<file path="src/inc/exec_state_params.svh">
`ifndef EXEC_STATE_PARAMS_SVH
`define EXEC_STATE_PARAMS_SVH

// States per cycle on on-chip memory
`define STATES_MEM          3'h2
// States per internal operation
`define STATES_INTERNAL     3'h1
// Peripheral access states, fast and slow module
`define STATES_PERIPH_FAST  3'h2
`define STATES_PERIPH_SLOW  3'h3

// Instruction class codes on op_class_i
`define OP_ADD_B_IMM        5'h00
`define OP_ADD_B_REG        5'h01
`define OP_ADD_W_IMM        5'h02
`define OP_ADD_W_REG        5'h03
`define OP_ADD_L_IMM        5'h04
`define OP_ADD_L_REG        5'h05
`define OP_ADD_CONST_ADDR   5'h06
`define OP_ADD_WITH_CARRY   5'h07
`define OP_AND_B_IMM        5'h08
`define OP_AND_B_REG        5'h09
`define OP_AND_W_IMM        5'h0a
`define OP_AND_W_REG        5'h0b
`define OP_AND_L_IMM        5'h0c
`define OP_AND_L_REG        5'h0d
`define OP_AND_CCR          5'h0e
`define OP_BIT_AND_REG      5'h0f
`define OP_BIT_AND_MEM      5'h10
`define OP_BRANCH_D8        5'h11
`define OP_BIT_SET_MEM      5'h12
`define OP_CALL_INDIRECT    5'h13

`endif

</file>
<file path="src/inc/exec_state_pkg.sv">
package exec_state_pkg;

  // Bus/internal cycle kinds, one-hot
  typedef enum logic [5:0] {
    CYC_FETCH    = 6'h01,
    CYC_BRANCH   = 6'h02,
    CYC_STACK    = 6'h04,
    CYC_BYTE     = 6'h08,
    CYC_WORD     = 6'h10,
    CYC_INTERNAL = 6'h20
  } cycle_kind_t;

  // Sequencer states, one-hot
  typedef enum logic [2:0] {
    SEQ_IDLE = 3'h1,
    SEQ_RUN  = 3'h2,
    SEQ_DONE = 3'h4
  } seq_state_t;

  typedef logic [2:0] count_t;

endpackage : exec_state_pkg

</file>
<file path="src/verilog/cpu_execution_state_counter.sv">
// Notes on behaviour
// - Total states is sum of count times weight
// - On-chip memory cycles take two states
// - Peripheral data access takes two or three
// - Internal operation takes one state
// - Add immediate fetches by width, register one
// - Bit-AND memory: two fetches, one byte read
// - Short branches: two fetches, no internal
// - Bit-set memory: two fetches, read then write
// - Indirect call: two fetch, vector, stack
`include "exec_state_params.svh"

module cpu_execution_state_counter
  import exec_state_pkg::*;
(
  input  wire logic       core_clk_i,
  input  wire logic       reset_i,
  input  wire logic       start_i,
  input  wire logic [4:0] op_class_i,
  input  wire logic       data_periph_i,
  input  wire logic       periph_slow_i,
  output logic            busy_o,
  output logic            done_o,
  output logic [5:0]      cycle_kind_o,
  output logic            cycle_start_o,
  output logic            data_write_o,
  output logic [7:0]      total_states_o
);

  // ==========================================================
  // Decode of cycle counts
  // ==========================================================
  count_t n_fetch, n_branch, n_stack, n_byte, n_word, n_internal;

  always_comb begin
    n_fetch    = 3'h1;
    n_branch   = 3'h0;
    n_stack    = 3'h0;
    n_byte     = 3'h0;
    n_word     = 3'h0;
    n_internal = 3'h0;
    case (op_class_i)
      `OP_ADD_W_IMM, `OP_AND_W_IMM: n_fetch = 3'h2;
      `OP_ADD_L_IMM, `OP_AND_L_IMM: n_fetch = 3'h3;
      `OP_AND_L_REG: n_fetch = 3'h2;
      `OP_ADD_CONST_ADDR, `OP_ADD_WITH_CARRY, `OP_AND_CCR:
        n_fetch = 3'h1;
      `OP_BIT_AND_MEM: begin
        n_fetch = 3'h2;
        n_byte  = 3'h1;
      end
      `OP_BRANCH_D8: n_fetch = 3'h2;
      `OP_BIT_SET_MEM: begin
        n_fetch = 3'h2;
        n_byte  = 3'h2;
      end
      `OP_CALL_INDIRECT: begin
        n_fetch  = 3'h2;
        n_branch = 3'h1;
        n_stack  = 3'h1;
      end
      default: n_fetch = 3'h1;
    endcase
  end

  // ==========================================================
  // Sequencer
  // ==========================================================
  seq_state_t state;
  count_t     rem_fetch, rem_branch, rem_stack;
  count_t     rem_byte, rem_word, rem_internal;
  count_t     state_left;
  logic       periph;
  logic       slow;
  logic       byte_seen;
  logic       last_state;
  logic       any_left;

  assign last_state = (state == SEQ_RUN) && (state_left == 3'h1);
  assign any_left   = |{rem_fetch, rem_branch, rem_stack,
                        rem_byte, rem_word, rem_internal};

  count_t data_weight;
  assign data_weight = !periph ? `STATES_MEM :
                       (slow ? `STATES_PERIPH_SLOW
                             : `STATES_PERIPH_FAST);

  always_ff @(posedge core_clk_i) begin
    if (reset_i) begin
      state <= SEQ_IDLE;
    end else begin
      case (state)
        SEQ_IDLE: if (start_i) state <= SEQ_RUN;
        SEQ_RUN:  if (last_state && !any_left) state <= SEQ_DONE;
        SEQ_DONE: state <= SEQ_IDLE;
        default:  state <= SEQ_IDLE;
      endcase
    end
  end

  // Picks next cycle in fixed order; one at a time, never overlapped
  always_ff @(posedge core_clk_i) begin
    if (reset_i) begin
      rem_fetch    <= 3'h0;
      rem_branch   <= 3'h0;
      rem_stack    <= 3'h0;
      rem_byte     <= 3'h0;
      rem_word     <= 3'h0;
      rem_internal <= 3'h0;
      state_left   <= 3'h0;
      cycle_kind_o <= 6'h00;
      periph       <= 1'b0;
      slow         <= 1'b0;
      byte_seen    <= 1'b0;
      data_write_o <= 1'b0;
    end else if (state == SEQ_IDLE && start_i) begin
      // First cycle is always a fetch; counts latched at start
      rem_fetch    <= n_fetch - 3'h1;
      rem_branch   <= n_branch;
      rem_stack    <= n_stack;
      rem_byte     <= n_byte;
      rem_word     <= n_word;
      rem_internal <= n_internal;
      periph       <= data_periph_i;
      slow         <= periph_slow_i;
      byte_seen    <= 1'b0;
      data_write_o <= 1'b0;
      cycle_kind_o <= CYC_FETCH;
      state_left   <= `STATES_MEM;
    end else if (state == SEQ_RUN) begin
      if (!last_state) begin
        state_left <= state_left - 3'h1;
      end else if (rem_fetch != 3'h0) begin
        rem_fetch    <= rem_fetch - 3'h1;
        cycle_kind_o <= CYC_FETCH;
        state_left   <= `STATES_MEM;
      end else if (rem_branch != 3'h0) begin
        rem_branch   <= rem_branch - 3'h1;
        cycle_kind_o <= CYC_BRANCH;
        state_left   <= `STATES_MEM;
      end else if (rem_stack != 3'h0) begin
        rem_stack    <= rem_stack - 3'h1;
        cycle_kind_o <= CYC_STACK;
        state_left   <= `STATES_MEM;
      end else if (rem_byte != 3'h0) begin
        rem_byte     <= rem_byte - 3'h1;
        cycle_kind_o <= CYC_BYTE;
        data_write_o <= byte_seen;
        byte_seen    <= 1'b1;
        state_left   <= data_weight;
      end else if (rem_word != 3'h0) begin
        rem_word     <= rem_word - 3'h1;
        cycle_kind_o <= CYC_WORD;
        data_write_o <= 1'b0;
        state_left   <= data_weight;
      end else if (rem_internal != 3'h0) begin
        rem_internal <= rem_internal - 3'h1;
        cycle_kind_o <= CYC_INTERNAL;
        data_write_o <= 1'b0;
        state_left   <= `STATES_INTERNAL;
      end else begin
        cycle_kind_o <= 6'h00;
        data_write_o <= 1'b0;
        state_left   <= 3'h0;
      end
    end else begin
      cycle_kind_o <= 6'h00;
      data_write_o <= 1'b0;
    end
  end

  // Cycle start marks the first state of each issued cycle
  always_ff @(posedge core_clk_i) begin
    if (reset_i) begin
      cycle_start_o <= 1'b0;
    end else begin
      cycle_start_o <= (state == SEQ_IDLE && start_i) ||
                       (last_state && any_left);
    end
  end

  // ==========================================================
  // State total, one per clock while running
  // ==========================================================
  always_ff @(posedge core_clk_i) begin
    if (reset_i) begin
      total_states_o <= 8'h00;
    end else if (state == SEQ_IDLE && start_i) begin
      total_states_o <= 8'h00;
    end else if (state == SEQ_RUN) begin
      total_states_o <= total_states_o + 8'h01;
    end
  end

  assign busy_o = (state != SEQ_IDLE);
  assign done_o = (state == SEQ_DONE);
endmodule : cpu_execution_state_counter

</file>
<file path="config.mk">
export PLATFORM = sky130hd
export DESIGN_NAME = cpu_execution_state_counter
export DESIGN_NICKNAME = d
export VERILOG_FILES = /design/src/inc/exec_state_pkg.sv /design/src/verilog/cpu_execution_state_counter.sv
export VERILOG_INCLUDE_DIRS = /design/src /design/src/inc
export SDC_FILE = /design/constraint.sdc
export NUM_CORES = 1
export LEC_CHECK = 0
export ABC_CLOCK_PERIOD_IN_PS = 2350
export BUFFER_PORTS_ARGS = -buffer_cell sky130_fd_sc_hd__buf_2
export CAP_MARGIN = 0
export CORE_ASPECT_RATIO = 1.2
export CORE_MARGIN = 2
export CORE_UTILIZATION = 57
export CTS_CLUSTER_SIZE = 25
export DETAILED_ROUTE_END_ITERATION = 6
export PLACE_DENSITY = 0.78
export SETUP_SLACK_MARGIN = 0.1
export SYNTH_ARGS = -nofsm -noshare
export SYNTH_HDL_FRONTEND = slang
export SYNTH_SLANG_ARGS = --single-unit
</file>
<file path="constraint.sdc">
create_clock -name core_clk_i -period 2.35 [get_ports core_clk_i]
set_clock_uncertainty 0.1 [all_clocks]
set_input_delay 0.47 -clock core_clk_i [delete_from_list [all_inputs] [get_ports core_clk_i]]
set_output_delay 0.47 -clock core_clk_i [all_outputs]
set_load 0.03 [all_outputs]
</file>
==> results.md, run 1 <==
- Status: finished, final reports clean
- Top Ports: 28
- Critical setup path kind: reg -> reg
- Avg WL per Cell: 13.8 um
- RSZ-0062 raised after global routing: no
- # DRC: 0
- Routed via count: 2000
- Rows: 25
- WL final: 4.93 mm
- Critical path startpoint: rem_branch[0]$_SDFFE_PP0P_
- Number of synthesized flops with an enable pin: 0
- Setup crit end kind: register
- Core Footprint: 3910 um2
- Area growth from synthesis to layout: 14.1%
- Grt ovf: 0
- Startpoint types: register
- Drt via density: 5.62
- Post-synthesis sequential area ratio: 37.6%
- Clock buffer depth: 2
- Hold WC Path Type: in -> reg
- 1st-pass router iterations: 4
- Num CTS Buffers: 5
- CTS hold repair buffers: 0
- Die Footprint: 4540 um2
- Crit path time final: 2.06 ns
- Peak per-stage delay on the critical path: 0.46 ns
- Worst-path clk slew: 0.08 ns
- Final setup margin: 0.295 ns
- Signal arrival time at the worst endpoint: 2.19 ns
- First-pass GRT wire length: 8.21 mm
- CP delay by family, top: simple AND/OR/NAND/NOR gates
- Routed Antenna Nets: 0
- CTS root buf: clkbuf_8
- Worst-path fanout max: 5
- Peak Freq: 487 MHz
- Detailed Route Iter0 Violations: 63
- Reg2reg start: rem_branch[0]$_SDFFE_PP0P_
- Req. time, crit path: 2.48 ns
- PwrDens: 553 nW/um2
- Initial Util: 58.5%
- Layout fillers: 335
- Ant diodes: 0
- Yosys reg bits: 43
- Main synth FF type: dfxtp_1
- Ys async rst share: 0%
- Chip Height: 73.4 um
- Max H-tree Level: 2
- Least-Margin Pin Slew: 0.671 ns
- Final instance area: 2610 um2
- Post_cts resized: 0
- Setup WS pre-CTS: 0.232 ns
- RD Place Congestion: 0.846
- Final Slew Violations: 0
- Overall routing resource usage: 24.3%
- Largest net degree at the start of global routing: 17
- Leakage power: 0.000984 uW
- I/O Buffers: 27
- VDD IR-drop max: 0.349 mV
- Final Hold Viols: 0
- Max_cap viols: 0
- Synthesized area: 2290 um2
- Synthesized instance count: 267
- Vias in the first global route: 1858
- Final setup viols: 0
- Post-Syn Nets: 291
- Post-synth cell types: 55
- Post-CTS setup buffers: 0
- Total negative slack: 0 ns
- Tcrit/Tclk final: 87.5%
- Synth warnings: 0
- DIE WIDTH: 61.8 um
- Total power: 1440 uW
- WHS: 0.313 ns
- Placed Area: 2520 um2
- Antenna violations before repair: 0
- CTS tree: built
- Nets: 325
- Share of layout cells above drive strength 1: 19.2%
- Slowest CP cell: or3_1
- Worst path bufs/invs: 1
- Worst path cell trace: inv_1 -> ha_1 -> nand4bb_2 -> or3_1 -> or4_1 -> a21oi_1
- Relative max-transition margin: 55.3%
- Clock Latency Late Sink: 0.30 ns
- Detailed placement HPWL: 3.66 mm
- Clk sinks: 43
- Mapped Avg Cell Area: 8.57 um2
- Hold Crit Start: periph_slow_i
[tightest hold or removal path, cell delays in order]
cell	delay, ns
buf_2	0.10
nand2_1	0.04
a21oi_1	0.05
[cells in the mapped netlist, types with 4 or more instances]
library cell  number  area share [%]
dfxtp_1           43              38
ha_1              14             7.7
nand4_1            5             1.4
nand2b_1           5             1.4
and3_1             4             1.1
nand3_1            9             2.0
nand2_1           19             3.1
a21oi_1           24             5.2
nor2_1            20             3.3
or3_1              5             1.4
nor4_1             5             1.4
xnor2_1            5             1.9
inv_1             18             3.0
nor3_1             8             1.7
o21ai_0           12             2.6
a31oi_1            4             1.1
a211oi_1           5             1.6
clkbuf_1           7             1.1
[report_power, final]
part / internal, uW / switching, uW / total (uW)
sequential: 748 / 17.3 / 765
combinational: 82.1 / 140 / 222
clock: 208 / 250 / 457
[per-layer routing]
| metal | vias up | global-route usage (%) | share of wire [%] | routed length, um |
|---|---|---|---|---|
| met5 | - | 0 | 0 | 0 |
| met4 | 0 | 7.57 | 1.3 | 66 |
| met3 | 6 | 5.28 | 3.1 | 153 |
| met2 | 38 | 39.8 | 51 | 2510 |
| met1 | 921 | 31.3 | 45 | 2200 |
| li1 | 1035 | - | - | - |
[cells by family after synthesis]
| family | count (synthesis) | synth area share [%] |
|---|---|---|
| multiplexers | 1 | 0.437 |
| AND/OR/NAND/NOR | 109 | 29.3 |
| buffers and inverters | 29 | 5.08 |
| adder cells (fa/ha/maj) | 14 | 7.65 |
| AO/OA/AOI/OAI | 63 | 16.9 |
| XOR/XNOR | 8 | 3.06 |
| flip-flops | 43 | 37.6 |
[layout by cell type, fill, tap and decap left out, types with 4 or more instances in the layout]
cell      count
a211oi_1      5
nand3_1       9
a21oi_1      24
a31oi_1       4
or3_1         5
inv_1        18
ha_1         14
clkbuf_8      5
dfxtp_1      43
nand2b_1      5
nor4_1        5
nand4_1       5
buf_4        11
nor2_1       20
and3_1        4
buf_2        27
nand2_1      19
nor3_1        8
xnor2_1       5
o21ai_0      12
[layout make-up]
| type | count | area [um2] | share of cell area (%) |
|---|---|---|---|
| flip-flops and latches | 43 | 861 | 33.0 |
| clock buffers | 6 | 72.6 | 2.78 |
| clock inverters | 2 | 12.5 | 0.479 |
| inverters | 18 | 67.6 | 2.59 |
| well taps | 54 | 67.6 | 2.59 |
| repair buffers | 38 | 218 | 8.34 |
| multi-input cells | 195 | 1310 | 50.2 |
[registers in the layout, indices dropped and copies added, names as in the netlist]
signal,count
cycle_kind_o,6
periph,1
total_states_o,8
state_left,3
rem_internal,3
rem_byte,3
state,3
cycle_start_o,1
rem_stack,3
slow,1
rem_fetch,3
rem_word,3
byte_seen,1
rem_branch,3
data_write_o,1
[worst paths after layout]
| path | end | slack [ns] | cells after the start |
|---|---|---|---|
| worst min-delay path | slow$_SDFFE_PP0P_ | 0.31 | 3 |
| worst max register to register | rem_internal[2]$_SDFFE_PP0P_ | 0.29 | 6 |
| worst min register to register | data_write_o$_SDFFE_PP0P_ | 0.36 | 2 |
| worst max-delay path | rem_internal[2]$_SDFFE_PP0P_ | 0.29 | 6 |
[stage by stage]
stage / instances / utilization (%)
2_1_floorplan: 267 / -
5_1_grt: 356 / 66.8
3_3_place_gp: 348 / 64.6
6_report: 356 / 66.8
4_1_cts: 356 / 66.8
3_5_place_dp: 348 / 64.6
Note: power is estimated with default switching activity, not from simulation.
==> inputs of run 2 (changes only) <==
--- a/config.mk
+++ b/config.mk
@@ -10,7 +10,7 @@
 export BUFFER_PORTS_ARGS = -buffer_cell sky130_fd_sc_hd__buf_2
 export CAP_MARGIN = 0
 export CORE_ASPECT_RATIO = 1.2
-export CORE_MARGIN = 2
+export CORE_MARGIN = 3
 export CORE_UTILIZATION = 57
 export CTS_CLUSTER_SIZE = 25
 export DETAILED_ROUTE_END_ITERATION = 6
==> constraint.sdc (replaced) <==
create_clock -name core_clk_i -period 2.35 [get_ports core_clk_i]
set_clock_uncertainty 0.1 [all_clocks]
set_input_delay 0.235 -clock core_clk_i [delete_from_list [all_inputs] [get_ports core_clk_i]]
set_output_delay 0.235 -clock core_clk_i [all_outputs]
set_load 0.03 [all_outputs]
==> results.md, run 2 (synthesized netlist as in run 1, its figures left out) <==
- Status: finished, final reports clean (unchanged)
- Reg2reg path depth: 5 (was 6)
- I/O Buffers: 27 (unchanged)
- Biggest register: total_states_o (unchanged)
- Worst R2R Setup Slack: 0.27 ns (was 0.29 ns)
- Chip Height: 75.4 um (was 73.4 um)
- Hold path cells: 3 (unchanged)
- First-pass GRT wire length: 8.51 mm (was 8.21 mm)
- Peak Freq: 482 MHz (was 487 MHz)
- VDD IR-drop max: 0.465 mV (was 0.349 mV)
- Commonest non-fill, non-tap cell in the layout: dfxtp_1 (unchanged)
- Largest net degree at the start of global routing: 17 (unchanged)
- Relative max-transition margin: 57.6% (was 55.3%)
- Initial Util: 61.0% (was 58.5%)
- RD Place Congestion: 0.848 (was 0.846)
- Worst Hold Endpoint: periph$_SDFFE_PP0P_ (was slow$_SDFFE_PP0P_)
- Max H-tree Level: 2 (unchanged)
- Startpoint types: register (unchanged)
- Clk sinks: 43 (unchanged)
- Final setup viols: 0 (unchanged)
- Grt met3 use: 5.01% (was 5.28%)
- Regs by FF count: total_states_o: 8 flops, cycle_kind_o: 6 flops (unchanged)
- Grt ovf: 0 (unchanged)
- 1st-pass router iterations: 4 (unchanged)
- WHS: 0.0722 ns (was 0.313 ns)
- Worst-path fanout max: 12 (was 5)
- Core Footprint: 3750 um2 (was 3910 um2)
- CTS hold repair buffers: 0 (unchanged)
- Post_cts resized: 0 (unchanged)
- Critical setup path kind: reg -> reg (unchanged)
- Top Ports: 28 (unchanged)
- DIE WIDTH: 63.8 um (was 61.8 um)
- Req. time, crit path: 2.44 ns (was 2.48 ns)
- Final Hold Viols: 0 (unchanged)
- RR Endpoint: rem_stack[1]$_SDFFE_PP0P_ (was rem_internal[2]$_SDFFE_PP0P_)
- Detailed placement HPWL: 3.64 mm (was 3.66 mm)
- Overall routing resource usage: 22.1% (was 24.3%)
- Clock buffer depth: 2 (unchanged)
- WL final: 5.00 mm (was 4.93 mm)
- Storage cell area: 861 um2 (unchanged)
- Worst-path clk slew: 0.08 ns (about the same)
- Clock Latency Late Sink: 0.30 ns (about the same)
- Grt met1 use: 27.5% (was 31.3%)
- CTS root buf: clkbuf_8 (unchanged)
- Vias in the first global route: 1827 (was 1858)
- Met2 Track Usage GR: 38.9% (was 39.8%)
- Total negative slack: 0 ns (unchanged)
- Antenna violations before repair: 0 (unchanged)
- Crit path time final: 2.08 ns (was 2.06 ns)
- RSZ-0062 raised after global routing: no (unchanged)
- CTS tree: built (unchanged)
- Share of layout cells above drive strength 1: 18.5% (was 19.2%)
- Nets: 322 (was 325)
- Leakage power: 0.000981 uW (was 0.000984 uW)
- Hold WC Path Type: in -> reg (unchanged)
- Routed via count: 2020 (was 2000)
- Post-CTS setup buffers: 0 (unchanged)
- Tcrit/Tclk final: 88.3% (was 87.5%)
- Least-Margin Pin Slew: 0.637 ns (was 0.671 ns)
- Drt via density: 5.77 (was 5.62)
- PwrDens: 592 nW/um2 (was 553 nW/um2)
- Most frequent cells in the layout: 43 x dfxtp_1, 27 x buf_2, 24 x a21oi_1 (unchanged)
- Final Slew Violations: 0 (unchanged)
- Hold Crit Start: data_periph_i (was periph_slow_i)
- Ant diodes: 0 (unchanged)
- Layout fillers: 318 (was 335)
- Die Footprint: 4810 um2 (was 4540 um2)
- Multi-input gate area: 1310 um2 (about the same)
- Avg WL per Cell: 14.3 um (was 13.8 um)
- Detailed Route Iter0 Violations: 68 (was 63)
- Num CTS Buffers: 5 (unchanged)
- Routed Antenna Nets: 0 (unchanged)
- Signal arrival time at the worst endpoint: 2.17 ns (was 2.19 ns)
- Max reg flops: 8 (unchanged)
- Area growth from synthesis to layout: 13.8% (was 14.1%)
- Reg2reg start: state[0]$_SDFFE_PP1P_ (was rem_branch[0]$_SDFFE_PP0P_)
- # DRC: 0 (unchanged)
- Max_cap viols: 0 (unchanged)
- Setup crit end kind: register (unchanged)
- Most Used Layer, Global Route: met2 (unchanged)
- Rows: 24 (was 25)
run 2: cell types whose count changed in the layout (fill, tap and decap cells not counted), sizes merged:
cell / change
buf: -3
bufinv: +1
clkinv: -1
clkinvlp: -1
run 2: routing by layer:
layer	routed length (um)	share of wire [%]
met5	0	0
met4	47	0.94
met3	225	4.5
met2	2460	49
met1	2270	45
run 2: cell type report:
cell class                      instances  area share [%]
Multi-Input combinational cell        195            50.4
Sequential cell                        43            33.0
Inverter                               18            2.59
Tap cell                               52            2.50
Timing Repair Buffer                   35            7.49
Clock buffer                            6            2.79
Clock inverter                          1            1.15
run 2: worst max path at each step:
stage	startpoint	endpoint	cells past startpoint
3_3_place_gp	rem_byte[0]$_SDFFE_PP0P_	rem_internal[2]$_SDFFE_PP0P_	7
3_5_place_dp	rem_byte[0]$_SDFFE_PP0P_	rem_internal[2]$_SDFFE_PP0P_	7
2_1_floorplan	rem_byte[0]$_SDFFE_PP0P_	rem_internal[2]$_SDFFE_PP0P_	8
6_report	state[0]$_SDFFE_PP1P_	rem_stack[1]$_SDFFE_PP0P_	5
5_1_grt	rem_branch[0]$_SDFFE_PP0P_	rem_internal[2]$_SDFFE_PP0P_	6
4_1_cts	rem_byte[0]$_SDFFE_PP0P_	rem_internal[2]$_SDFFE_PP0P_	7
run 2: critical path, stage by stage (launching register included):
cell	delay, ns
dfxtp_1	0.48
nor4bb_1	0.38
buf_4	0.24
or2_0	0.43
buf_4	0.27
nor3_1	0.07
run 2: report_power, final:
part	internal [uW]	switching (uW)	leakage [uW]	total, uW
logic	81.6	139	0.000581	220
registers	748	18.7	0.000349	767
clock network	312	244	0.0000513	555
total	1140	401	0.000981	1540
run 2: stage by stage:
| step | utilization, % | setup WS [ns] | std cells | area (um2) | power [uW] |
|---|---|---|---|---|---|
| 6_report | 69.4 | 0.275 | 350 | 2610 | 1540 |
| 5_1_grt | 69.4 | 0.136 | 350 | 2610 | 1600 |
| 4_1_cts | 69.3 | 0.239 | 350 | 2600 | 1550 |
| 3_5_place_dp | 66.6 | 0.273 | 343 | 2500 | 999 |
| 3_3_place_gp | 66.6 | 0.347 | 343 | 2500 | 994 |
| 2_1_floorplan | - | 0.323 | 267 | 2290 | 935 |
==> inputs of run 3 (changes only) <==
--- a/config.mk
+++ b/config.mk
@@ -14,6 +14,7 @@
 export CORE_UTILIZATION = 57
 export CTS_CLUSTER_SIZE = 25
 export DETAILED_ROUTE_END_ITERATION = 6
+export HOLD_SLACK_MARGIN = 0.15
 export PLACE_DENSITY = 0.78
 export SETUP_SLACK_MARGIN = 0.1
 export SYNTH_ARGS = -nofsm -noshare
==> results.md, run 3 (synthesized netlist as in run 1, its figures left out) <==
- Status: finished, final reports clean (unchanged)
- Clock buffer depth: 2 (unchanged)
- Setup crit end kind: register (unchanged)
- Top Ports: 28 (unchanged)
- Max H-tree Level: 2 (unchanged)
- Placed Area: 2500 um2 (unchanged)
- Internal power: 1140 uW (about the same)
- Biggest register: total_states_o (unchanged)
- CTS tree: built (unchanged)
- Detailed Route Iter0 Violations: 90 (was 68)
- Grt ovf: 0 (unchanged)
- Overall routing resource usage: 22.2% (was 22.1%)
- WHS: 0.186 ns (was 0.0722 ns)
- Initial Util: 61.0% (unchanged)
- Share of power burned in registers: 49.7% (about the same)
- PwrDens: 587 nW/um2 (was 592 nW/um2)
- I/O Buffers: 27 (unchanged)
- Total negative slack: 0 ns (unchanged)
- Startpoint types: register (unchanged)
- Crit-path most repeated cell: buf_4 (unchanged)
- Routed Antenna Nets: 0 (unchanged)
- Drt via density: 5.71 (was 5.77)
- Total power: 1540 uW (about the same)
- Commonest non-fill, non-tap cell in the layout: dfxtp_1 (unchanged)
- Comb power frac: 14.5% (was 14.3%)
- Max reg flops: 8 (unchanged)
- Area growth from synthesis to layout: 14.7% (was 13.8%)
- First-pass GRT wire length: 8.54 mm (was 8.51 mm)
- RD Place Congestion: 0.848 (unchanged)
- VDD IR-drop max: 0.465 mV (about the same)
- Slowest CP cell: dfxtp_1 (unchanged)
- Clock Latency Late Sink: 0.30 ns (about the same)
- Reg2reg path depth: 5 (unchanged)
- Tcrit/Tclk final: 88.9% (was 88.3%)
- Die Footprint: 4810 um2 (unchanged)
- Worst-path fanout max: 12 (unchanged)
- Vias in the first global route: 1828 (was 1827)
- Core Footprint: 3750 um2 (unchanged)
- Routed via count: 2010 (was 2020)
- Regs by FF count: total_states_o: 8 flops, cycle_kind_o: 6 flops (unchanged)
- Largest net degree at the start of global routing: 17 (unchanged)
- Worst path cell trace: nor4bb_1 -> buf_4 -> or2_0 -> buf_4 -> a211oi_1 (was nor4bb_1 -> buf_4 -> or2_0 -> buf_4 -> nor3_1)
- Hold WC Path Type: in -> reg (unchanged)
- Detailed placement HPWL: 3.64 mm (unchanged)
- Switch share: 25.9% (was 26.0%)
- Max_cap viols: 0 (unchanged)
- Avg WL per Cell: 14.2 um (was 14.3 um)
- Crit path time final: 2.09 ns (was 2.08 ns)
- Ant diodes: 0 (unchanged)
- Final Hold Viols: 0 (unchanged)
- Antenna violations before repair: 0 (unchanged)
- Req. time, crit path: 2.44 ns (about the same)
- RSZ-0062 raised after global routing: no (unchanged)
- 1st-pass router iterations: 4 (unchanged)
- Most frequent cells in the layout: 43 x dfxtp_1, 27 x buf_2, 24 x a21oi_1 (unchanged)
- Rows: 24 (unchanged)
- Chip Height: 75.4 um (unchanged)
- Critical setup path kind: reg -> reg (unchanged)
- # DRC: 0 (unchanged)
- DIE WIDTH: 63.8 um (unchanged)
- CTS root buf: clkbuf_8 (unchanged)
- Relative max-transition margin: 57.5% (was 57.6%)
- Num CTS Buffers: 5 (unchanged)
- Peak per-stage delay on the critical path: 0.48 ns (about the same)
- Net Sw Power: 399 uW (was 401 uW)
- Hold Crit Start: reset_i (was data_periph_i)
- Post-layout util: 69.9% (was 69.4%)
- Worst-path clk slew: 0.08 ns (about the same)
- WL final: 5.01 mm (was 5.00 mm)
- Leakage power: 0.000989 uW (was 0.000981 uW)
- Clk sinks: 43 (unchanged)
- Final Slew Violations: 0 (unchanged)
- Clock network fraction of total power: 35.8% (was 36.0%)
- Least-Margin Pin Slew: 0.637 ns (about the same)
- Critical path startpoint: state[0]$_SDFFE_PP1P_ (unchanged)
- Hold path cells: 2 (was 3)
- Nets: 324 (was 322)
- Peak Freq: 479 MHz (was 482 MHz)
- Final instance area: 2630 um2 (was 2610 um2)
- Final setup viols: 0 (unchanged)
- Signal arrival time at the worst endpoint: 2.18 ns (was 2.17 ns)
- Reg2reg start: state[0]$_SDFFE_PP1P_ (unchanged)
- Share of layout cells above drive strength 1: 18.3% (was 18.5%)
run 3: cell types whose count changed in the layout (fill, tap and decap cells not counted):
cell           delta
dlygate4sd3_1     +2
run 3: final timing paths:
| kind | end | slack, ns |
|---|---|---|
| worst max-delay path | rem_byte[2]$_SDFFE_PP0P_ | 0.26 |
| worst min-delay path | rem_fetch[1]$_SDFFE_PP0P_ | 0.19 |
| worst max register to register | rem_byte[2]$_SDFFE_PP0P_ | 0.26 |
| worst min register to register | periph$_SDFFE_PP0P_ | 0.36 |
run 3: layout make-up:
type | instances | area (um2)
Inverter | 18 | 67.6
Clock inverter | 1 | 30.0
Sequential cell | 43 | 861
Multi-Input combinational cell | 195 | 1310
Tap cell | 52 | 65.1
Timing Repair Buffer | 37 | 215
Fill cell | 316 | 1130
Clock buffer | 6 | 72.6
run 3: timing repair:
action,in CTS,in global routing
endpoints found under the hold margin,2,0
gates resized for setup,0,1
setup buffers,0,0
hold buffers,2,0
endpoints found under the setup margin,0,1
run 3: worst max-delay path: cells and delay by family (launching register included):
kind	cells	cell delay, ns
AND/OR/NAND/NOR	2	0.82
flip-flops	1	0.48
buffers and inverters	2	0.52
AO/OA/AOI/OAI	1	0.07
run 3: metal layers:
layer  vias to the layer above  track usage (%)  share of wire, %
li1                       1029                -                 -
met1                       937             27.7                46
met2                        38             38.9                49
met3                         6             5.01               4.1
met4                         0             6.00              0.98
met5                         -                0                 0
run 3: power groups by stage:
stage               logic [uW]  clock network, uW  registers (uW)
finish                     223                552             767
detailed placement         216                  0             783
global route               247                587             769
floorplan                  151                  0             784
global placement           212                  0             782
CTS                        222                565             766
run 3: metrics by stage:
step / setup WS (ns) / std cells
after floorplan: 0.323 / 267
final: 0.261 / 352
after global routing: 0.136 / 352
after CTS: 0.239 / 352
after detailed placement: 0.273 / 343
after global placement: 0.347 / 343
